### src/inc/ssl_pkg.sv
// constants, offsets and types of the status, sample and load-mode bank
// assumes one 40 MHz clock shared by every module of the bank
package ssl_pkg;
    localparam int CLK_HZ = 40_000_000;
    localparam int SAMPLE_HZ = 100_000;
    localparam int SAMPLE_CYC = CLK_HZ / SAMPLE_HZ;
    localparam int TICK_US = 10;
    localparam int TICK_CYC = (CLK_HZ / 1_000_000) * TICK_US;
    localparam int INIT_CYC = 16;

    localparam logic [7:0] OFS_EVENT = 8'h0C;
    localparam logic [7:0] OFS_LIVE = 8'h0D;
    localparam logic [7:0] OFS_RAW = 8'h0E;
    localparam logic [7:0] OFS_DEC = 8'h0F;
    localparam logic [7:0] OFS_MODE = 8'h10;
    localparam logic [7:0] OFS_RISE = 8'h11;
    localparam logic [7:0] OFS_LOW = 8'h12;
    localparam logic [7:0] OFS_HIGH = 8'h13;
    localparam logic [7:0] OFS_HTIME = 8'h14;

    localparam int BIT_DOUT = 0;
    localparam int BIT_WARNA = 1;
    localparam int BIT_WARNB = 2;
    localparam int BIT_WARNC = 3;
    localparam int BIT_CFGFLT = 8;
    localparam int BIT_LINKFLT = 9;
    localparam int BIT_HOT = 10;
    localparam int BIT_COOL = 11;
    localparam int BIT_BUSY = 13;
    localparam int BIT_RSTDONE = 14;
    localparam logic [15:0] EVENT_MASK = 16'h6F0F;

    localparam logic [15:0] LIVE_RST = 16'h4000;
    localparam logic [15:0] EVENT_RST = 16'h0000;
    localparam logic [7:0] RAW_RST = 8'h00;
    localparam logic [7:0] DEC_RST = 8'h00;
    localparam logic MODE_RST = 1'b0;
    localparam logic [7:0] RISE_RST = 8'h1E;
    localparam logic [5:0] LOW_RST = 6'h1E;
    localparam logic [9:0] HIGH_RST = 10'h0C8;
    localparam logic [11:0] HTIME_RST = 12'h12C;
    localparam logic [7:0] RISE_MIN = 8'h01;
    localparam logic [7:0] RISE_MAX = 8'hFE;

    typedef enum logic [1:0] {
        SSL_LOAD_OFF,
        SSL_LOAD_LOW,
        SSL_LOAD_HIGH,
        SSL_LOAD_SPENT
    } ssl_level_t;
endpackage

### src/inc/ssl_load_if.sv
// settings and live sample passed from the register bank to the load sink
// assumes both ends run on ref_clk
interface ssl_load_if;
    logic mode;
    logic [7:0] rise;
    logic [5:0] low_code;
    logic [9:0] high_code;
    logic [11:0] high_time;
    logic [7:0] sample;
    logic tick;
    ssl_pkg::ssl_level_t level;
    logic [9:0] code;
    modport ctl (
        output mode, rise, low_code, high_code, high_time, sample, tick,
        input level, code
    );
    modport load (
        input mode, rise, low_code, high_code, high_time, sample, tick,
        output level, code
    );
endinterface

### src/rtl/ssl_load_ctl.sv
// programmable load sink state: off, low, timed high pulse, spent
// assumes settings already clamped and tick a one-cycle 10 us pulse
module ssl_load_ctl (
    input wire logic ref_clk,
    input wire logic arst_n,
    ssl_load_if.load lif
);
    import ssl_pkg::*;

    ssl_level_t st_r, st_nxt;
    logic [11:0] tmr_r, tmr_nxt;
    logic [9:0] code_r, code_nxt;
    logic above;

    assign above = lif.sample > lif.rise;

    always_comb begin
        st_nxt = st_r;
        tmr_nxt = tmr_r;
        if (lif.sample == 8'h00) begin
            st_nxt = SSL_LOAD_OFF;
        end else if (lif.mode) begin
            st_nxt = SSL_LOAD_HIGH;
            tmr_nxt = lif.high_time;
        end else begin
            case (st_r)
                SSL_LOAD_HIGH: begin
                    if (!above) begin
                        st_nxt = SSL_LOAD_LOW;
                    end else if (lif.tick) begin
                        if (tmr_r <= 12'h001) begin
                            st_nxt = SSL_LOAD_SPENT;
                        end else begin
                            tmr_nxt = tmr_r - 12'h001;
                        end
                    end
                end
                SSL_LOAD_SPENT: begin
                    if (!above) begin
                        st_nxt = SSL_LOAD_LOW;
                    end
                end
                default: begin
                    if (above) begin
                        st_nxt = SSL_LOAD_HIGH;
                        tmr_nxt = lif.high_time;
                    end else begin
                        st_nxt = SSL_LOAD_LOW;
                    end
                end
            endcase
        end
        case (st_nxt)
            SSL_LOAD_OFF: code_nxt = 10'h000;
            SSL_LOAD_HIGH: code_nxt = lif.high_code;
            default: code_nxt = {4'h0, lif.low_code};
        endcase
    end

    always_ff @(posedge ref_clk or negedge arst_n) begin
        if (!arst_n) begin
            st_r <= SSL_LOAD_OFF;
            tmr_r <= 12'h000;
            code_r <= 10'h000;
        end else begin
            st_r <= st_nxt;
            tmr_r <= tmr_nxt;
            code_r <= code_nxt;
        end
    end

    assign lif.level = st_r;
    assign lif.code = code_r;
endmodule

### src/rtl/ssl_status_bank.sv
// live status, sample registers, load mode and load settings bank
// assumes a simple register port (addr, write, read) from the serial
// front end, and all inputs synchronous to ref_clk
// Operation
// - live status bits show present source levels, never latched
// - live status word is 0x4000 with all sources clear once ready
// - reset-complete bit rises from 0 to 1 when initialisation ends
// - bit 11 shows the channel thermal back-off state
// - bits 8, 9, 10 show config mismatch, link fault, overheat
// - bits 3..1 show warnings C, B, A; bit 0 output; bit 13 busy
// - raw sample in bits 7..0, refreshed at 100 kHz, upper byte zero
// - filtered sample in bits 7..0 at the decimation rate, resets zero
// - load mode bit 0 picks low or high idle; bits 15..1 read zero
// - low idle, sample above zero and not above rise: low current
// - low idle, sample above rise level: switch to high current
// - high idle: high current whenever sample is above zero
// - rise level writes clamp 0x00 to 0x01 and 0xFF to 0xFE
// - in low idle, high current lasts high-time units of 10 us, zero taken as one
// - latched event register, write one to clear, writable when locked
module ssl_status_bank (
    input wire logic ref_clk,
    input wire logic arst_n,
    input wire logic [7:0] reg_addr,
    input wire logic reg_wr,
    input wire logic reg_rd,
    input wire logic [15:0] reg_wdata,
    output logic [15:0] reg_rdata,
    output logic reg_rvalid,
    input wire logic dev_locked,
    input wire logic [7:0] conv_sample,
    input wire logic [3:0] decimation_factor,
    input wire logic comm_busy,
    input wire logic channel_thermal_backoff,
    input wire logic load_overheat_flag,
    input wire logic isolation_link_fault,
    input wire logic config_mismatch_fault,
    input wire logic threshold_warning_a,
    input wire logic threshold_warning_b,
    input wire logic threshold_warning_c,
    input wire logic digital_output_line,
    output ssl_pkg::ssl_level_t load_sink_level,
    output logic [9:0] load_sink_code
);
    import ssl_pkg::*;

    localparam int SW = $clog2(SAMPLE_CYC);
    localparam int TW = $clog2(TICK_CYC);
    localparam int IW = $clog2(INIT_CYC);

    ssl_load_if lif ();

    logic [15:0] live;
    logic wr_cfg;
    logic [15:0] rd_val;

    // timing group: dividers and initialisation
    logic [SW-1:0] smp_cnt_r, smp_cnt_nxt;
    logic [TW-1:0] tick_cnt_r, tick_cnt_nxt;
    logic [IW-1:0] init_cnt_r, init_cnt_nxt;
    logic rst_done_r, rst_done_nxt;
    logic smp_stb, tick;

    // sample group
    logic [7:0] raw_r, raw_nxt;
    logic [7:0] dec_r, dec_nxt;
    logic [3:0] dec_cnt_r, dec_cnt_nxt;

    // register group
    logic [15:0] event_r, event_nxt;
    logic [15:0] live_q_r;
    logic mode_r, mode_nxt;
    logic [7:0] rise_r, rise_nxt;
    logic [5:0] low_r, low_nxt;
    logic [9:0] high_r, high_nxt;
    logic [11:0] htime_r, htime_nxt;
    logic [15:0] rdata_r, rdata_nxt;
    logic rvalid_r, rvalid_nxt;

    // the word is built straight from the sources so a poll sees the
    // present level; a source glitch between polls is only in event_r
    always_comb begin
        live = 16'h0000;
        live[BIT_DOUT] = digital_output_line;
        live[BIT_WARNA] = threshold_warning_a;
        live[BIT_WARNB] = threshold_warning_b;
        live[BIT_WARNC] = threshold_warning_c;
        live[BIT_CFGFLT] = config_mismatch_fault;
        live[BIT_LINKFLT] = isolation_link_fault;
        live[BIT_HOT] = load_overheat_flag;
        live[BIT_COOL] = channel_thermal_backoff;
        live[BIT_BUSY] = comm_busy;
        live[BIT_RSTDONE] = rst_done_r;
    end

    assign smp_stb = smp_cnt_r == SW'(SAMPLE_CYC - 1);
    assign tick = tick_cnt_r == TW'(TICK_CYC - 1);

    always_comb begin
        smp_cnt_nxt = smp_stb ? '0 : smp_cnt_r + SW'(1);
        tick_cnt_nxt = tick ? '0 : tick_cnt_r + TW'(1);
        init_cnt_nxt = init_cnt_r;
        rst_done_nxt = rst_done_r;
        if (!rst_done_r) begin
            if (init_cnt_r == IW'(INIT_CYC - 1)) begin
                rst_done_nxt = 1'b1;
            end else begin
                init_cnt_nxt = init_cnt_r + IW'(1);
            end
        end
    end

    always_ff @(posedge ref_clk or negedge arst_n) begin
        if (!arst_n) begin
            smp_cnt_r <= '0;
            tick_cnt_r <= '0;
            init_cnt_r <= '0;
            rst_done_r <= 1'b0;
        end else begin
            smp_cnt_r <= smp_cnt_nxt;
            tick_cnt_r <= tick_cnt_nxt;
            init_cnt_r <= init_cnt_nxt;
            rst_done_r <= rst_done_nxt;
        end
    end

    // filtered sample keeps the newest raw value every factor+1 strobes
    always_comb begin
        raw_nxt = raw_r;
        dec_nxt = dec_r;
        dec_cnt_nxt = dec_cnt_r;
        if (smp_stb) begin
            raw_nxt = conv_sample;
            if (dec_cnt_r >= decimation_factor) begin
                dec_nxt = conv_sample;
                dec_cnt_nxt = 4'h0;
            end else begin
                dec_cnt_nxt = dec_cnt_r + 4'h1;
            end
        end
    end

    always_ff @(posedge ref_clk or negedge arst_n) begin
        if (!arst_n) begin
            raw_r <= RAW_RST;
            dec_r <= DEC_RST;
            dec_cnt_r <= 4'h0;
        end else begin
            raw_r <= raw_nxt;
            dec_r <= dec_nxt;
            dec_cnt_r <= dec_cnt_nxt;
        end
    end

    // settings are refused while locked; the event clear never is
    assign wr_cfg = reg_wr && !dev_locked;

    always_comb begin
        mode_nxt = mode_r;
        rise_nxt = rise_r;
        low_nxt = low_r;
        high_nxt = high_r;
        htime_nxt = htime_r;
        event_nxt = event_r;
        if (reg_wr && reg_addr == OFS_EVENT) begin
            event_nxt = event_r & ~reg_wdata;
        end
        // set after clear so a same-cycle edge survives
        event_nxt = (event_nxt | (live & ~live_q_r)) & EVENT_MASK;
        if (wr_cfg && reg_addr == OFS_MODE) begin
            mode_nxt = reg_wdata[0];
        end else if (wr_cfg && reg_addr == OFS_RISE) begin
            if (reg_wdata[7:0] == 8'h00) begin
                rise_nxt = RISE_MIN;
            end else if (reg_wdata[7:0] == 8'hFF) begin
                rise_nxt = RISE_MAX;
            end else begin
                rise_nxt = reg_wdata[7:0];
            end
        end else if (wr_cfg && reg_addr == OFS_LOW) begin
            low_nxt = (reg_wdata[5:0] == 6'h00) ? 6'h01 : reg_wdata[5:0];
        end else if (wr_cfg && reg_addr == OFS_HIGH) begin
            high_nxt = (reg_wdata[9:0] == 10'h000) ? 10'h001
                                                    : reg_wdata[9:0];
        end else if (wr_cfg && reg_addr == OFS_HTIME) begin
            htime_nxt = (reg_wdata[11:0] == 12'h000) ? 12'h001
                                                      : reg_wdata[11:0];
        end
    end

    always_comb begin
        if (reg_addr == OFS_EVENT) begin
            rd_val = event_r;
        end else if (reg_addr == OFS_LIVE) begin
            rd_val = live;
        end else if (reg_addr == OFS_RAW) begin
            rd_val = {8'h00, raw_r};
        end else if (reg_addr == OFS_DEC) begin
            rd_val = {8'h00, dec_r};
        end else if (reg_addr == OFS_MODE) begin
            rd_val = {15'h0000, mode_r};
        end else if (reg_addr == OFS_RISE) begin
            rd_val = {8'h00, rise_r};
        end else if (reg_addr == OFS_LOW) begin
            rd_val = {10'h000, low_r};
        end else if (reg_addr == OFS_HIGH) begin
            rd_val = {6'h00, high_r};
        end else if (reg_addr == OFS_HTIME) begin
            rd_val = {4'h0, htime_r};
        end else begin
            rd_val = 16'h0000;
        end
        rvalid_nxt = reg_rd;
        rdata_nxt = reg_rd ? rd_val : rdata_r;
    end

    always_ff @(posedge ref_clk or negedge arst_n) begin
        if (!arst_n) begin
            event_r <= EVENT_RST;
            live_q_r <= 16'h0000;
            mode_r <= MODE_RST;
            rise_r <= RISE_RST;
            low_r <= LOW_RST;
            high_r <= HIGH_RST;
            htime_r <= HTIME_RST;
            rdata_r <= 16'h0000;
            rvalid_r <= 1'b0;
        end else begin
            event_r <= event_nxt;
            live_q_r <= live;
            mode_r <= mode_nxt;
            rise_r <= rise_nxt;
            low_r <= low_nxt;
            high_r <= high_nxt;
            htime_r <= htime_nxt;
            rdata_r <= rdata_nxt;
            rvalid_r <= rvalid_nxt;
        end
    end

    assign reg_rdata = rdata_r;
    assign reg_rvalid = rvalid_r;

    assign lif.mode = mode_r;
    assign lif.rise = rise_r;
    assign lif.low_code = low_r;
    assign lif.high_code = high_r;
    assign lif.high_time = htime_r;
    assign lif.sample = raw_r;
    assign lif.tick = tick;

    ssl_load_ctl u_load (
        .ref_clk(ref_clk),
        .arst_n(arst_n),
        .lif(lif)
    );

    assign load_sink_level = lif.level;
    assign load_sink_code = lif.code;
endmodule

### config.mk
export PLATFORM = sky130hd
export DESIGN_NAME = ssl_status_bank
export DESIGN_NICKNAME = d
export VERILOG_FILES = /design/src/inc/ssl_pkg.sv /design/src/inc/ssl_load_if.sv /design/src/rtl/ssl_load_ctl.sv /design/src/rtl/ssl_status_bank.sv
export SDC_FILE = /design/constraint.sdc
export NUM_CORES = 1
export LEC_CHECK = 0
export BUFFER_PORTS_ARGS = -buffer_cell sky130_fd_sc_hd__buf_4
export CAP_MARGIN = 20
export CORE_MARGIN = 2
export CORE_UTILIZATION = 45
export CTS_CLUSTER_DIAMETER = 40
export CTS_CLUSTER_SIZE = 14
export DETAILED_ROUTE_END_ITERATION = 10
export GPL_ROUTABILITY_DRIVEN = 0
export PLACE_DENSITY = 0.75
export SLEW_MARGIN = 5
export SYNTH_ARGS = -nofsm -noshare
export SYNTH_HDL_FRONTEND = slang
export SYNTH_SLANG_ARGS = --single-unit
### constraint.sdc
create_clock -name ref_clk -period 6.4 [get_ports ref_clk]
set_input_delay 0.64 -clock ref_clk [delete_from_list [all_inputs] [get_ports ref_clk]]
set_output_delay 0.64 -clock ref_clk [all_outputs]
set_load 0.02 [all_outputs]
* Word level (Yosys, flattened, before mapping)
Cells that the tools add are included.
Storage, ports and cells: input port bits 50, bits in registers 141
Operators by class: reductions and logical operators 22, add/subtract/negate cells 5, equal/unequal tests 19, multiplexer cells 35, $lt $le $gt $ge 3, bitwise logic cells 12
Operators with widths (count):
- $mux 12 | 13
- $eq 8x5->1 const B | 5
- $eq 8x4->1 const B | 4
- $mux 16 | 2
- $and 15x15->15 | 2
- $not 15->15 | 2
- $pmux 12 s2 | 1
- $pmux 10 s2 | 1
- $add 9x1->9 const B | 2
- $eq 9x9->1 const B | 2
- $mux 9 | 2
- $logic_not 8->1 | 2
- $mux 8 | 2
- $mux 15 | 1
- $or 15x15->15 | 1
- $mux 2 | 7
- $le 12x1->1 const B | 1
- $logic_not 12->1 | 1
- $sub 12x1->12 const B | 1
- $logic_not 10->1 | 1
- $mux 10 | 1
- $reduce_and 5->1 | 2
- $add 4x1->4 const B | 2
- $eq 8x8->1 const B | 1
- other kinds (19) | 37

* Logic depth before layout (Yosys ltp)
Gate-level depths: netlist (run 1).
word-level depth 10, gate-level depth with buffers 9, gate-level depth less buffers 8

* Cells and area by module
Synthesis (run 1) repeated with hierarchy kept, for this count alone.
Second synthesis, totals: cells, all modules 667, area, all modules 6966.7 um^2
Modules (own cells, without submodules):
- ssl_status_bank | cells an instance 493, area each 5387.7 um^2, times used 1
- ssl_load_ctl | cells an instance 174, area each 1579.0 um^2, times used 1

* Worst setup path after synthesis (run 1)
Ideal clock, no wire load.
path type in2reg, start input port reg_addr[5], end register high_r[2], arrival 2.372 ns, data required time 6.275 ns, buffers on the path 1, slack 3.903 ns, library setup time 0.125 ns, stages on the path 6, path through or3_1 nor3b_1 and3_1 and2_1 buf_2 mux2_2
On the way: word-level cells in the longest chain between the ends 4, elaborated cells on any way between the ends 12
RTL lines:
- start, declared | RTL line ssl_status_bank.sv:23 | input wire logic [7:0] reg_addr,
- $eq 8x5->1, on equally long branches | RTL line ssl_status_bank.sv:179, ssl_status_bank.sv:169, ssl_status_bank.sv:171
- $logic_and 1x1->1, on equally long branches | RTL line ssl_status_bank.sv:179, ssl_status_bank.sv:169, ssl_status_bank.sv:171
- $not 1->1 (no line)
- $reduce_and 4->1 (no line) *
- end signal, assigned | RTL line ssl_status_bank.sv:233 | high_r <= high_nxt;
- end, declared | RTL line ssl_status_bank.sv:74 | logic [9:0] high_r, high_nxt;
Mark *: on every way between the ends. The rest lies on a longest branch, timed or not. A chain may end at the register's enable or synchronous reset.

* Final worst setup path (run 1)
start register smp_cnt_r[0], end register dec_r[7]
On the way: word-level cells in the longest chain between the ends 2
RTL lines:
- start, declared | RTL line ssl_status_bank.sv:57 | logic [SW-1:0] smp_cnt_r, smp_cnt_nxt;
- start signal, assigned | RTL line ssl_status_bank.sv:119 | smp_cnt_r <= smp_cnt_nxt;
- $eq 9x9->1 | RTL line ssl_status_bank.sv:95 | assign smp_stb = smp_cnt_r == SW'(SAMPLE_CYC - 1);
- $reduce_and 2->1 (no line)
- end signal, assigned | RTL line ssl_status_bank.sv:149 | dec_r <= dec_nxt;
- end, declared | RTL line ssl_status_bank.sv:65 | logic [7:0] dec_r, dec_nxt;
No other way between the ends.

==> results_dict.tcl, run 1 <==
set metrics [dict create \
    number_of_drc_violations_after_detailed_routing_iteration_0 466 \
    grt_pass1_vias 5558 \
    clk_pin_slew_worst_paths_ns 0.06 \
    power-per-cell-area_nw_per_um2 250.1 \
    buffers_inserted_during_post_cts_setup_optimization 0 \
    antenna-diode-count 0 \
    share_clk_of_total_power_pct 46.0 \
    antenna_found_initial 0 \
    num_io_pins 79 \
    relSlewSlack_pct 39.89 \
    net_switching_power_figure_uw 489.2 \
    slowest_delay_ns 0.73 \
    run_status "complete, no violations" \
    crit_fanout 13 \
    area_occupied_by_multi_input_gates_um2 3018 \
    timing.reg2reg.setup_slack_ns 3.58 \
    power_leakage_nw 3.652 \
    fmax_mhz 354.4 \
    reg2reg_to "dec_r[7]" \
    placed_cell_area_um2 7473 \
    skew_ns 0.009138 \
    area.sequential_um2 3497 \
    finalPower_mw 2.009 \
    clkLatencyLatePin_ns 0.42 \
    reg2regPathDepth 6 \
    required_time_at_the_worst_slack_endpoint_ns 6.70 \
    worst_hold_path_type "input pin to asynchronous set/reset pin" \
    cts_hold_buffers 0 \
    post_drt_wl_per_cell_um 18.33 \
    worstSetupEndpoint "dec_r[7]" \
    initial_core_util_pct 46.41 \
    post_synth_num_cell_types 69 \
    slew_violations 0 \
    firstDrtPassIters 5 \
    die_area_um2 16100 \
    critPathKind "flip-flop to flip-flop" \
    tightest_slew_ns 0.8933 \
    drc 0 \
    hold_viol 0 \
    die_w_um 126.9 \
    finalWirelength_um 16960 \
    final_nets 797 \
    timing.final.crit_share_pct 44.09 \
    n_fill_cell 1270 \
    synth_sequential_area_ratio_pct 51.45 \
    swShare_pct 24.35 \
    tritoncts.num_buffers 17 \
    worstPathCellList "ha_1 > and3_1 > nand2_1 > nand4bb_1 > nor2_1 > mux2_2" \
    setup.worst_path.start "smp_cnt_r[0]" \
    ys_dominant_reg_cell "dfrtp_1" \
    area_growth_pct 18.19 \
    synth.yosys.warnings 0 \
    placement_rows 44 \
    crit_path_top_delay_cell "nor2_1" \
    internal_power_mw 1.520 \
    post_detail_place_hpwl_um 12000 \
    grt_ovf 0 \
    drive_above_1_share_pct 22.54 \
    post-route-min-period_ns 2.822 \
    synth.ff_latch_count 139 \
    port-buffer-count 74 \
    grt_pass1_wl_um 28080 \
    tritoncts "done" \
    timing.critical_path.to_type "flip-flop" \
    peakVddDrop_uv 208.7 \
    finish.instance_area_um2 8033 \
    final-setup-viol-count 0 \
    number_of_synthesized_flops_with_an_enable_pin 0 \
    worst_ep_arrival_time_ns 3.12 \
    vias_per_cell 5.882 \
    postSynth.asyncResetShare_pct 100.0 \
    largest_net_degree_at_the_start_of_global_routing 73 \
    ctsHtreeMaxLevel 4 \
    synthesis.area_per_instance_um2 10.24 \
    synthesis.area_um2 6797 \
    via_count 5441 \
    postSynthCellCount 664 \
    power.sequential.fraction_pct 45.8 \
    comb_power_share_pct 8.2 \
    die-height_um 126.9 \
    timing.rr.start "smp_cnt_r[0]" \
    setup-tns-final_ns 0 \
    grt_setup_unrepaired "no" \
    cts.repair.resized 0 \
    start_kind "flip-flop" \
    sinks_on_the_clock_net 139 \
    cts.path.max_buffers 2 \
    core_um2 14640 \
    gr-usage-all-layers_pct 21.97 \
    root_buffer "clkbuf_16" \
    ant_nets 0 \
    cap_violations 0 \
]
-- critical path, delay by kind of cell, from the launching register on --
kind / cells / cell delay, ns
simple gates: 4 / 1.69
mux: 1 / 0.42
flops: 1 / 0.37
fa+ha+maj: 1 / 0.20
-- sequential cells by signal (all words and copies together) (netlist names) --
name / flops
htime_r: 12
tick_cnt_r: 9
lif.mode: 1
dec_r: 8
lif.rise: 8
u_load.lif.level: 2
init_cnt_r: 4
high_r: 10
live_q_r: 10
lif.sample: 8
smp_cnt_r: 9
reg_rvalid: 1
u_load.lif.code: 10
dec_cnt_r: 4
lif.low_code: 6
rst_done_r: 1
event_r: 10
reg_rdata: 14
u_load.tmr_r: 12
-- worst min path at each step --
stage               slack (ns)   startpoint       endpoint
floorplan                 0.34       arst_n   dec_cnt_r[0]
global placement          0.41  live_q_r[8]     event_r[8]
detailed placement        0.42  live_q_r[8]     event_r[8]
CTS                       0.23       arst_n  tick_cnt_r[5]
global route              0.26       arst_n  tick_cnt_r[5]
finish                    0.21       arst_n  tick_cnt_r[5]
-- layout make-up --
type	instances	area share, %
Sequential cell	139	43.54
Multi-Input combinational cell	454	37.57
Inverter	39	1.822
Tap cell	184	2.866
Timing Repair Buffer	78	7.305
Clock inverter	10	1.168
Clock buffer	21	5.732
-- per-stage QoR --
| stage | worst slack (ns) | hold WS, ns | util (%) | cells |
|---|---|---|---|---|
| 6_report | 3.578 | 0.2070 | 54.85 | 925 |
| 3_3_place_gp | 3.369 | 0.4127 | 51.03 | 893 |
| 2_1_floorplan | 3.903 | 0.3444 | - | 665 |
| 3_5_place_dp | 3.287 | 0.4183 | 51.03 | 893 |
| 5_1_grt | 3.378 | 0.2553 | 54.85 | 925 |
| 4_1_cts | 3.555 | 0.2348 | 54.82 | 924 |
-- power by group through the flow --
stage               Combinational (mW)  Sequential, mW  Clock (mW)
detailed placement               0.164           0.935           0
CTS                              0.165           0.920       0.938
finish                           0.165           0.920       0.924
global placement                 0.159           0.934           0
floorplan                       0.0827           0.935           0
global route                     0.181           0.922       0.980
-- kinds of logic (layout without fill, tap and decap cells) --
group                      after synthesis  count (layout)  synth area share, %
muxes                                   44              44                7.198
xor gates and xnor gates                14              14                1.804
other                                    1               2              0.05518
AOI/OAI and AO/OA                      164             164                16.24
DFF                                    139             139                51.45
buffers and inverters                   72             148                4.289
adders and majority gates               18              18                3.314
and+or+nand+nor                        212             212                15.65
-- metal layers --
layer  GRT usage, %  up-vias  wire, µm
met5              0        -         0
met3          6.073       33      1006
li1               -     2514         -
met2          35.48      192      8371
met4          8.339        0       379
met1          28.37     2702      7199
-- synth_stat cells (12+ instances only) --
| library cell | instances | area, µm² |
|---|---|---|
| a21oi_1 | 43 | 215.2 |
| a22o_1 | 21 | 183.9 |
| and3_1 | 12 | 75.07 |
| clkbuf_1 | 24 | 90.09 |
| dfrtp_1 | 124 | 3103 |
| dfstp_2 | 15 | 394.1 |
| ha_1 | 18 | 225.2 |
| inv_1 | 39 | 146.4 |
| mux2_2 | 36 | 405.4 |
| nand2_1 | 77 | 289.0 |
| nand3_1 | 17 | 85.08 |
| nor2_1 | 42 | 157.7 |
| o21ai_0 | 31 | 155.2 |
-- layout by cell type (no fill, tap or decap), types with 4 or more instances in the layout --
cell,instances
mux2i_1,5
clkbuf_16,17
and2_1,4
a22oi_1,8
ha_1,18
inv_1,39
nor3b_1,5
xor2_1,8
nor4_1,7
nor3_1,10
nand2_1,77
buf_4,76
mux2_2,36
dfrtp_1,124
a21o_1,4
nand2b_1,8
nor2b_1,6
and3_1,12
xnor2_1,6
a31oi_1,8
nand4_1,5
o221a_1,4
a22o_1,21
nand3_1,17
o22ai_1,9
o211ai_1,4
o2bb2ai_1,4
a21oi_1,43
nor2_1,42
dfstp_2,15
o21ai_0,31
Power figures use the tool's default switching activity.
==> inputs of run 2 (changes only) <==
--- a/config.mk
+++ b/config.mk
@@ -13,7 +13,7 @@
 export CTS_CLUSTER_SIZE = 14
 export DETAILED_ROUTE_END_ITERATION = 10
 export GPL_ROUTABILITY_DRIVEN = 0
-export PLACE_DENSITY = 0.75
+export PLACE_DENSITY = 0.78
 export SLEW_MARGIN = 5
 export SYNTH_ARGS = -nofsm -noshare
 export SYNTH_HDL_FRONTEND = slang
==> constraint.sdc (replaced) <==
create_clock -name ref_clk -period 2.5 [get_ports ref_clk]
set_input_delay 0.25 -clock ref_clk [delete_from_list [all_inputs] [get_ports ref_clk]]
set_output_delay 0.25 -clock ref_clk [all_outputs]
set_load 0.02 [all_outputs]
==> run 2 against run 1 <==
  * Cell count increased by 3.8%
  * Sequential power increased to 2.6 times the previous value
  * Routed wire length decreased by 1.6%
  * Flip-flop and latch count unchanged
  * Critical path depth increased by 2
  * Critical path type unchanged
  * Largest power group unchanged
==> results_dict.tcl, run 2 (synthesized netlist as in run 1, its figures left out) <==
set metrics [dict create \
    run_status "complete, no violations" \
    drc 0 \
    post_detail_place_hpwl_um 11890 \
    largest_register_ff_count 14 \
    fmax_mhz 414.3 \
    reg2regPathDepth 8 \
    number_of_drc_violations_after_detailed_routing_iteration_0 424 \
    root_buffer "clkbuf_16" \
    die_w_um 126.9 \
    timing.reg2reg.setup_slack_ns 0.09 \
    power_leakage_nw 3.827 \
    ctsHtreeMaxLevel 4 \
    hold_viol 0 \
    final-setup-viol-count 0 \
    initial_core_util_pct 46.41 \
    setup_slack_ns 0.08652 \
    clkLatencyLatePin_ns 0.42 \
    placement_rows 44 \
    tritoncts "done" \
    crit_buf_inv 1 \
    post-route-min-period_ns 2.413 \
    start_kind "flip-flop" \
    port-buffer-count 74 \
    worst_path_dominant_cell_family "compound AO/OA/AOI/OAI gates" \
    firstDrtPassIters 4 \
    slew_violations 0 \
    most_frequent_standard_cell_in_the_layout_excluding_fill_and_tap_cells "dfrtp_1" \
    num_io_pins 79 \
    worstPathCellList "inv_1 > ha_1 > and3_4 > a221o_1 > a22oi_2 > a21oi_1 > or2_4 > o221a_1" \
    post_drt_wl_per_cell_um 17.38 \
    slowest_delay_ns 0.54 \
    die_area_um2 16100 \
    crit_cells 8 \
    grt_pass1_wl_um 27620 \
    worst_ep_arrival_time_ns 2.71 \
    peakVddDrop_uv 531.2 \
    crit_fanout 5 \
    n_fill_cell 1239 \
    finalPower_mw 5.333 \
    die-height_um 126.9 \
    final_nets 831 \
    critPathKind "flip-flop to flip-flop" \
    antenna-diode-count 0 \
    clk_pin_slew_worst_paths_ns 0.06 \
    finish.utilization_pct 57.26 \
    sinks_on_the_clock_net 139 \
    worst_hold_path_type "input pin to flip-flop" \
    required_time_at_the_worst_slack_endpoint_ns 2.80 \
    grt_pass1_vias 5469 \
    core_um2 14640 \
    relSlewSlack_pct 51.85 \
    largest_net_degree_at_the_start_of_global_routing 54 \
    antenna_found_initial 0 \
    ant_nets 0 \
    cts.path.max_buffers 2 \
    gr-usage-all-layers_pct 21.73 \
    area_growth_pct 23.38 \
    timing.final.crit_share_pct 96.54 \
    tightest_slew_ns 0.7195 \
    minimum_setup_slack_after_placement_ns -0.02739 \
    cap_violations 0 \
    tritoncts.num_buffers 17 \
    crit_path_top_delay_cell "dfstp_2" \
    finalWirelength_um 16680 \
    grt_ovf 0 \
    skew_ns 0.008261 \
    setup-tns-final_ns 0 \
    whs_path_depth 3 \
    mostFrequentLayoutCells "dfrtp_1, buf_4, nand2_1" \
    power-per-cell-area_nw_per_um2 636.0 \
    drive_above_1_share_pct 25.39 \
    vias_per_cell 5.729 \
    fin_worst_hold_slack_ns 0.02478 \
    via_count 5500 \
    timing.critical_path.to_type "flip-flop" \
]
-- run 2: cell types whose count changed in the layout (fill, tap and decap cells not counted), sizes merged --
cell / change
inv: +3
clkbuf: -4
buf: +24
bufinv: +1
clkinvlp: +2
clkinv: -1
dlygate4sd3: +10
-- run 2: worst register-to-register path: stages, from the launching register on --
cell	delay, ns
dfstp_2	0.54
inv_1	0.04
ha_1	0.31
and3_4	0.19
a221o_1	0.35
a22oi_2	0.22
a21oi_1	0.11
or2_4	0.29
o221a_1	0.25
-- run 2: repair_timing --
| item | 4_1_cts | 5_1_grt |
|---|---|---|
| buffers inserted | 1 | 0 |
| endpoints found under the setup margin | 4 | 15 |
| pin swaps | 1 | 1 |
| resized for setup | 1 | 3 |
| endpoints found under the hold margin | 41 | 0 |
| cloned | 0 | 0 |
| hold buffers | 10 | 0 |
-- run 2: stage by stage --
stage	instances	area, µm²
after floorplan	665	6800
after global placement	917	7666
after detailed placement	917	7666
after CTS	960	8368
after global routing	960	8386
final	960	8386
-- run 2: power breakdown --
| part | switching (mW) | leakage [nW] | internal, mW |
|---|---|---|---|
| clock | 1.03 | 0.274 | 1.48 |
| combinational | 0.265 | 1.88 | 0.205 |
| sequential | 0.0431 | 1.67 | 2.31 |
| total | 1.33 | 3.83 | 4.00 |
-- run 2: path summary, 6_finish.rpt --
path                                    endpoint           start
worst min register to register        event_r[9]     live_q_r[9]
max in group asynchronous             htime_r[3]          arst_n
worst min-delay path               lif.sample[5]  conv_sample[5]
min in group asynchronous          tick_cnt_r[4]          arst_n
worst max register to register  u_load.tmr_r[10]     lif.rise[3]
worst max-delay path            u_load.tmr_r[10]     lif.rise[3]
-- run 2: area by class of cell --
class | instances | area, µm² | share of cell area (%)
tap | 184 | 230.2 | 2.745
sequential | 139 | 3497 | 41.70
timing repair buffer | 112 | 882.1 | 10.52
clock inverter | 15 | 166.4 | 1.984
inverter | 39 | 146.4 | 1.746
multi-input combinational | 454 | 3038 | 36.23
clock buffer | 17 | 425.4 | 5.073
-- run 2: metal layers --
| layer | up-vias | GRT usage [%] | wire (µm) |
|---|---|---|---|
| li1 | 2579 | - | - |
| met1 | 2713 | 29.09 | 7494 |
| met2 | 177 | 34.66 | 7910 |
| met3 | 31 | 5.652 | 922 |
| met4 | 0 | 7.175 | 356 |
| met5 | - | 0 | 0 |
==> inputs of run 3 (changes only) <==
--- a/config.mk
+++ b/config.mk
@@ -13,8 +13,10 @@
 export CTS_CLUSTER_SIZE = 14
 export DETAILED_ROUTE_END_ITERATION = 10
 export GPL_ROUTABILITY_DRIVEN = 0
-export PLACE_DENSITY = 0.78
+export PLACE_DENSITY = 0.77
+export REMOVE_ABC_BUFFERS = 1
 export SLEW_MARGIN = 5
 export SYNTH_ARGS = -nofsm -noshare
 export SYNTH_HDL_FRONTEND = slang
+export SYNTH_HIERARCHICAL = 1
 export SYNTH_SLANG_ARGS = --single-unit
==> run 3 against run 2 <==
  * Cell count rose by 0.52%
  * Via count fell by 0.13%
  * Flip-flop and latch count did not move
  * Power rose by 12%
  * Worst setup slack improved by 0.075 ns
  * Die area rose by 2.4%
  * Register-to-register slack improved by 0.07 ns
  * Clock power rose by 9.2%
  * Combinational power rose by 57%
  * Count of clock-buffer cells in the layout rose by 2
  * Critical endpoint is now u_load/tmr_r[1]
  * Largest cell class unchanged
==> results_dict.tcl, run 3 <==
set metrics [dict create \
    run_status "complete, no violations" \
    port-buffer-count 74 \
    finish.utilization_pct 56.70 \
    largest_net_degree_at_the_start_of_global_routing 63 \
    worst_hold_path_type "input pin to flip-flop" \
    vias_per_cell 5.692 \
    postSynth.asyncResetShare_pct 100.0 \
    setup_slack_ns 0.1611 \
    start_kind "flip-flop" \
    mostFrequentLayoutCells "dfrtp_1, buf_4, nand2_1" \
    core_um2 15150 \
    cap_violations 0 \
    area_growth_pct 23.26 \
    finalNonFillerCells 965 \
    timing.rr.start "lif.rise[1]" \
    synthesis.area_um2 6967 \
    post_drt_wl_per_cell_um 17.45 \
    reg2reg_to "u_load/tmr_r[1]" \
    sinks_on_the_clock_net 139 \
    synth.ff_latch_count 139 \
    antenna_found_initial 0 \
    post-synth-top-count-cell "dfrtp_1" \
    grt_pass1_vias 5414 \
    timing.reg2reg.setup_slack_ns 0.16 \
    setup.worst_path.start "lif.rise[1]" \
    area_occupied_by_multi_input_gates_um2 3177 \
    post_detail_place_hpwl_um 11830 \
    power-per-cell-area_nw_per_um2 693.2 \
    die_area_um2 16490 \
    n_fill_cell 1255 \
    clk_pin_slew_worst_paths_ns 0.06 \
    finalWirelength_um 16840 \
    critPathKind "flip-flop to flip-flop" \
    area.sequential_um2 3497 \
    grt_setup_unrepaired "no" \
    ys_dominant_reg_cell "dfrtp_1" \
    relSlewSlack_pct 53.40 \
    timing.final.crit_share_pct 93.55 \
    synthesis.area_per_instance_um2 10.44 \
    placement_rows 45 \
    comb_power_share_pct 12.3 \
    timing.critical_path.to_type "flip-flop" \
    hold_viol 0 \
    setup-tns-final_ns 0 \
    number_of_drc_violations_after_detailed_routing_iteration_0 466 \
    clkLatencyLatePin_ns 0.43 \
    required_time_at_the_worst_slack_endpoint_ns 2.85 \
    initial_core_util_pct 46.00 \
    final_nets 832 \
    synth_largest_area_cell "dfrtp_1" \
    largest_register_ff_count 14 \
    power.sequential.fraction_pct 41.6 \
    drive_above_1_share_pct 27.28 \
    root_buffer "clkbuf_16" \
    synth.area.top_cells "dfrtp_1, mux2_2, dfstp_2, ha_1, nand2_1" \
    worstSetupEndpoint "u_load/tmr_r[1]" \
    synth_sequential_area_ratio_pct 50.20 \
    most_frequent_standard_cell_in_the_layout_excluding_fill_and_tap_cells "dfrtp_1" \
    net_switching_power_figure_mw 1.470 \
    grt_ovf 0 \
    post-route-min-period_ns 2.339 \
    antenna-diode-count 0 \
    power_leakage_nw 3.887 \
    finalPower_mw 5.953 \
    reg2regPathDepth 8 \
    ctsHtreeMaxLevel 4 \
    peakVddDrop_uv 654.6 \
    die-height_um 128.4 \
    final-setup-viol-count 0 \
    swShare_pct 24.69 \
    grt_pass1_wl_um 27720 \
    synth.yosys.warnings 6 \
    via_count 5493 \
    gr-usage-all-layers_pct 21.50 \
    synth_common_cells "dfrtp_1, nand2_1, mux2_2" \
    numPlacedInstances 921 \
    share_clk_of_total_power_pct 46.1 \
    internal_power_mw 4.483 \
    worst_ep_arrival_time_ns 2.69 \
    tritoncts "done" \
    tritoncts.num_buffers 17 \
    crit_fanout 12 \
    drc 0 \
    skew_ns 0.009288 \
    minimum_setup_slack_after_placement_ns 0.1693 \
    die_w_um 128.4 \
    cts.path.max_buffers 2 \
    firstDrtPassIters 5 \
    tightest_slew_ns 0.6964 \
    postSynthCellCount 667 \
    num_io_pins 79 \
    fmax_mhz 427.6 \
    post_synth_num_cell_types 64 \
    slew_violations 0 \
    ant_nets 0 \
    number_of_synthesized_flops_with_an_enable_pin 0 \
    synth_top_cell_area_share_pct 44.54 \
]
run 3: cell types whose count changed after synthesis, moves of 6 or more:
cell,before,now
a21oi_1,43,24
mux2_2,36,54
nand2_1,77,60
nand2b_1,8,19
a22o_1,21,12
o211ai_1,4,10
run 3: power by group through the flow:
stage | Clock [mW] | Combinational, mW | Sequential, mW
4_1_cts | 2.79 | 0.728 | 2.47
3_5_place_dp | 0 | 0.710 | 2.51
2_1_floorplan | 0 | 0.381 | 2.51
3_3_place_gp | 0 | 0.697 | 2.50
5_1_grt | 2.89 | 0.804 | 2.49
6_report | 2.74 | 0.735 | 2.47
run 3: stage by stage:
step	instance area, µm²	hold slack [ns]
3_5_place_dp	7831	0.2288
3_3_place_gp	7831	0.2317
5_1_grt	8587	0.05024
6_report	8587	0.06549
4_1_cts	8572	0.04583
2_1_floorplan	6802	-0.04559
run 3: kinds of logic (layout without fill, tap and decap cells):
| family | count (synthesis) | in the layout | share of synthesized area, % |
|---|---|---|---|
| AND/OR/NAND/NOR | 212 | 212 | 15.68 |
| AO/OA/AOI/OAI | 148 | 148 | 14.66 |
| flip-flops | 139 | 139 | 50.20 |
| buffers and inverters | 71 | 180 | 4.256 |
| multiplexers | 64 | 64 | 10.17 |
| adder cells (fa/ha/maj) | 18 | 18 | 3.233 |
| XOR/XNOR | 14 | 14 | 1.760 |
| other | 1 | 2 | 0.05383 |
run 3: cell type report:
cell class / instances / area share [%]
inverters: 34 / 1.486
well taps: 188 / 2.739
multi-input cells: 458 / 37.00
repair buffers: 114 / 10.59
clock buffers: 19 / 5.158
flip-flops and latches: 139 / 40.73
clock inverters: 13 / 2.302
run 3: timing repair:
action	4_1_cts	5_1_grt
endpoints found under the setup margin	0	4
buffers inserted	0	2
hold buffers	10	0
gates resized for setup	0	0
endpoints found under the hold margin	50	0
run 3: worst min-delay path by stage:
stage / depth (start not counted) / endpoint / slack, ns / startpoint
after floorplan: 0 / dec_cnt_r[0] / -0.05 / arst_n
after global placement: 1 / tick_cnt_r[8] / 0.23 / arst_n
after detailed placement: 1 / tick_cnt_r[5] / 0.23 / arst_n
after CTS: 2 / lif.sample[5] / 0.05 / conv_sample[5]
after global routing: 2 / lif.sample[5] / 0.05 / conv_sample[5]
final: 2 / lif.sample[5] / 0.07 / conv_sample[5]
run 3: critical path: stages, from the launching register on:
cell      delay, ns
dfstp_2        0.53
inv_1          0.04
ha_1           0.30
nor2b_1        0.13
o211ai_1       0.15
a211o_1        0.22
a22oi_2        0.13
o21ai_2        0.50
mux2i_1        0.24
run 3: layer usage:
layer	GRT usage [%]	part of all wire (%)	vias to the layer above
met2	34.67	48	156
li1	-	-	2586
met1	27.73	44	2720
met4	8.662	2.3	0
met3	5.696	5.4	31
met5	0	0	-
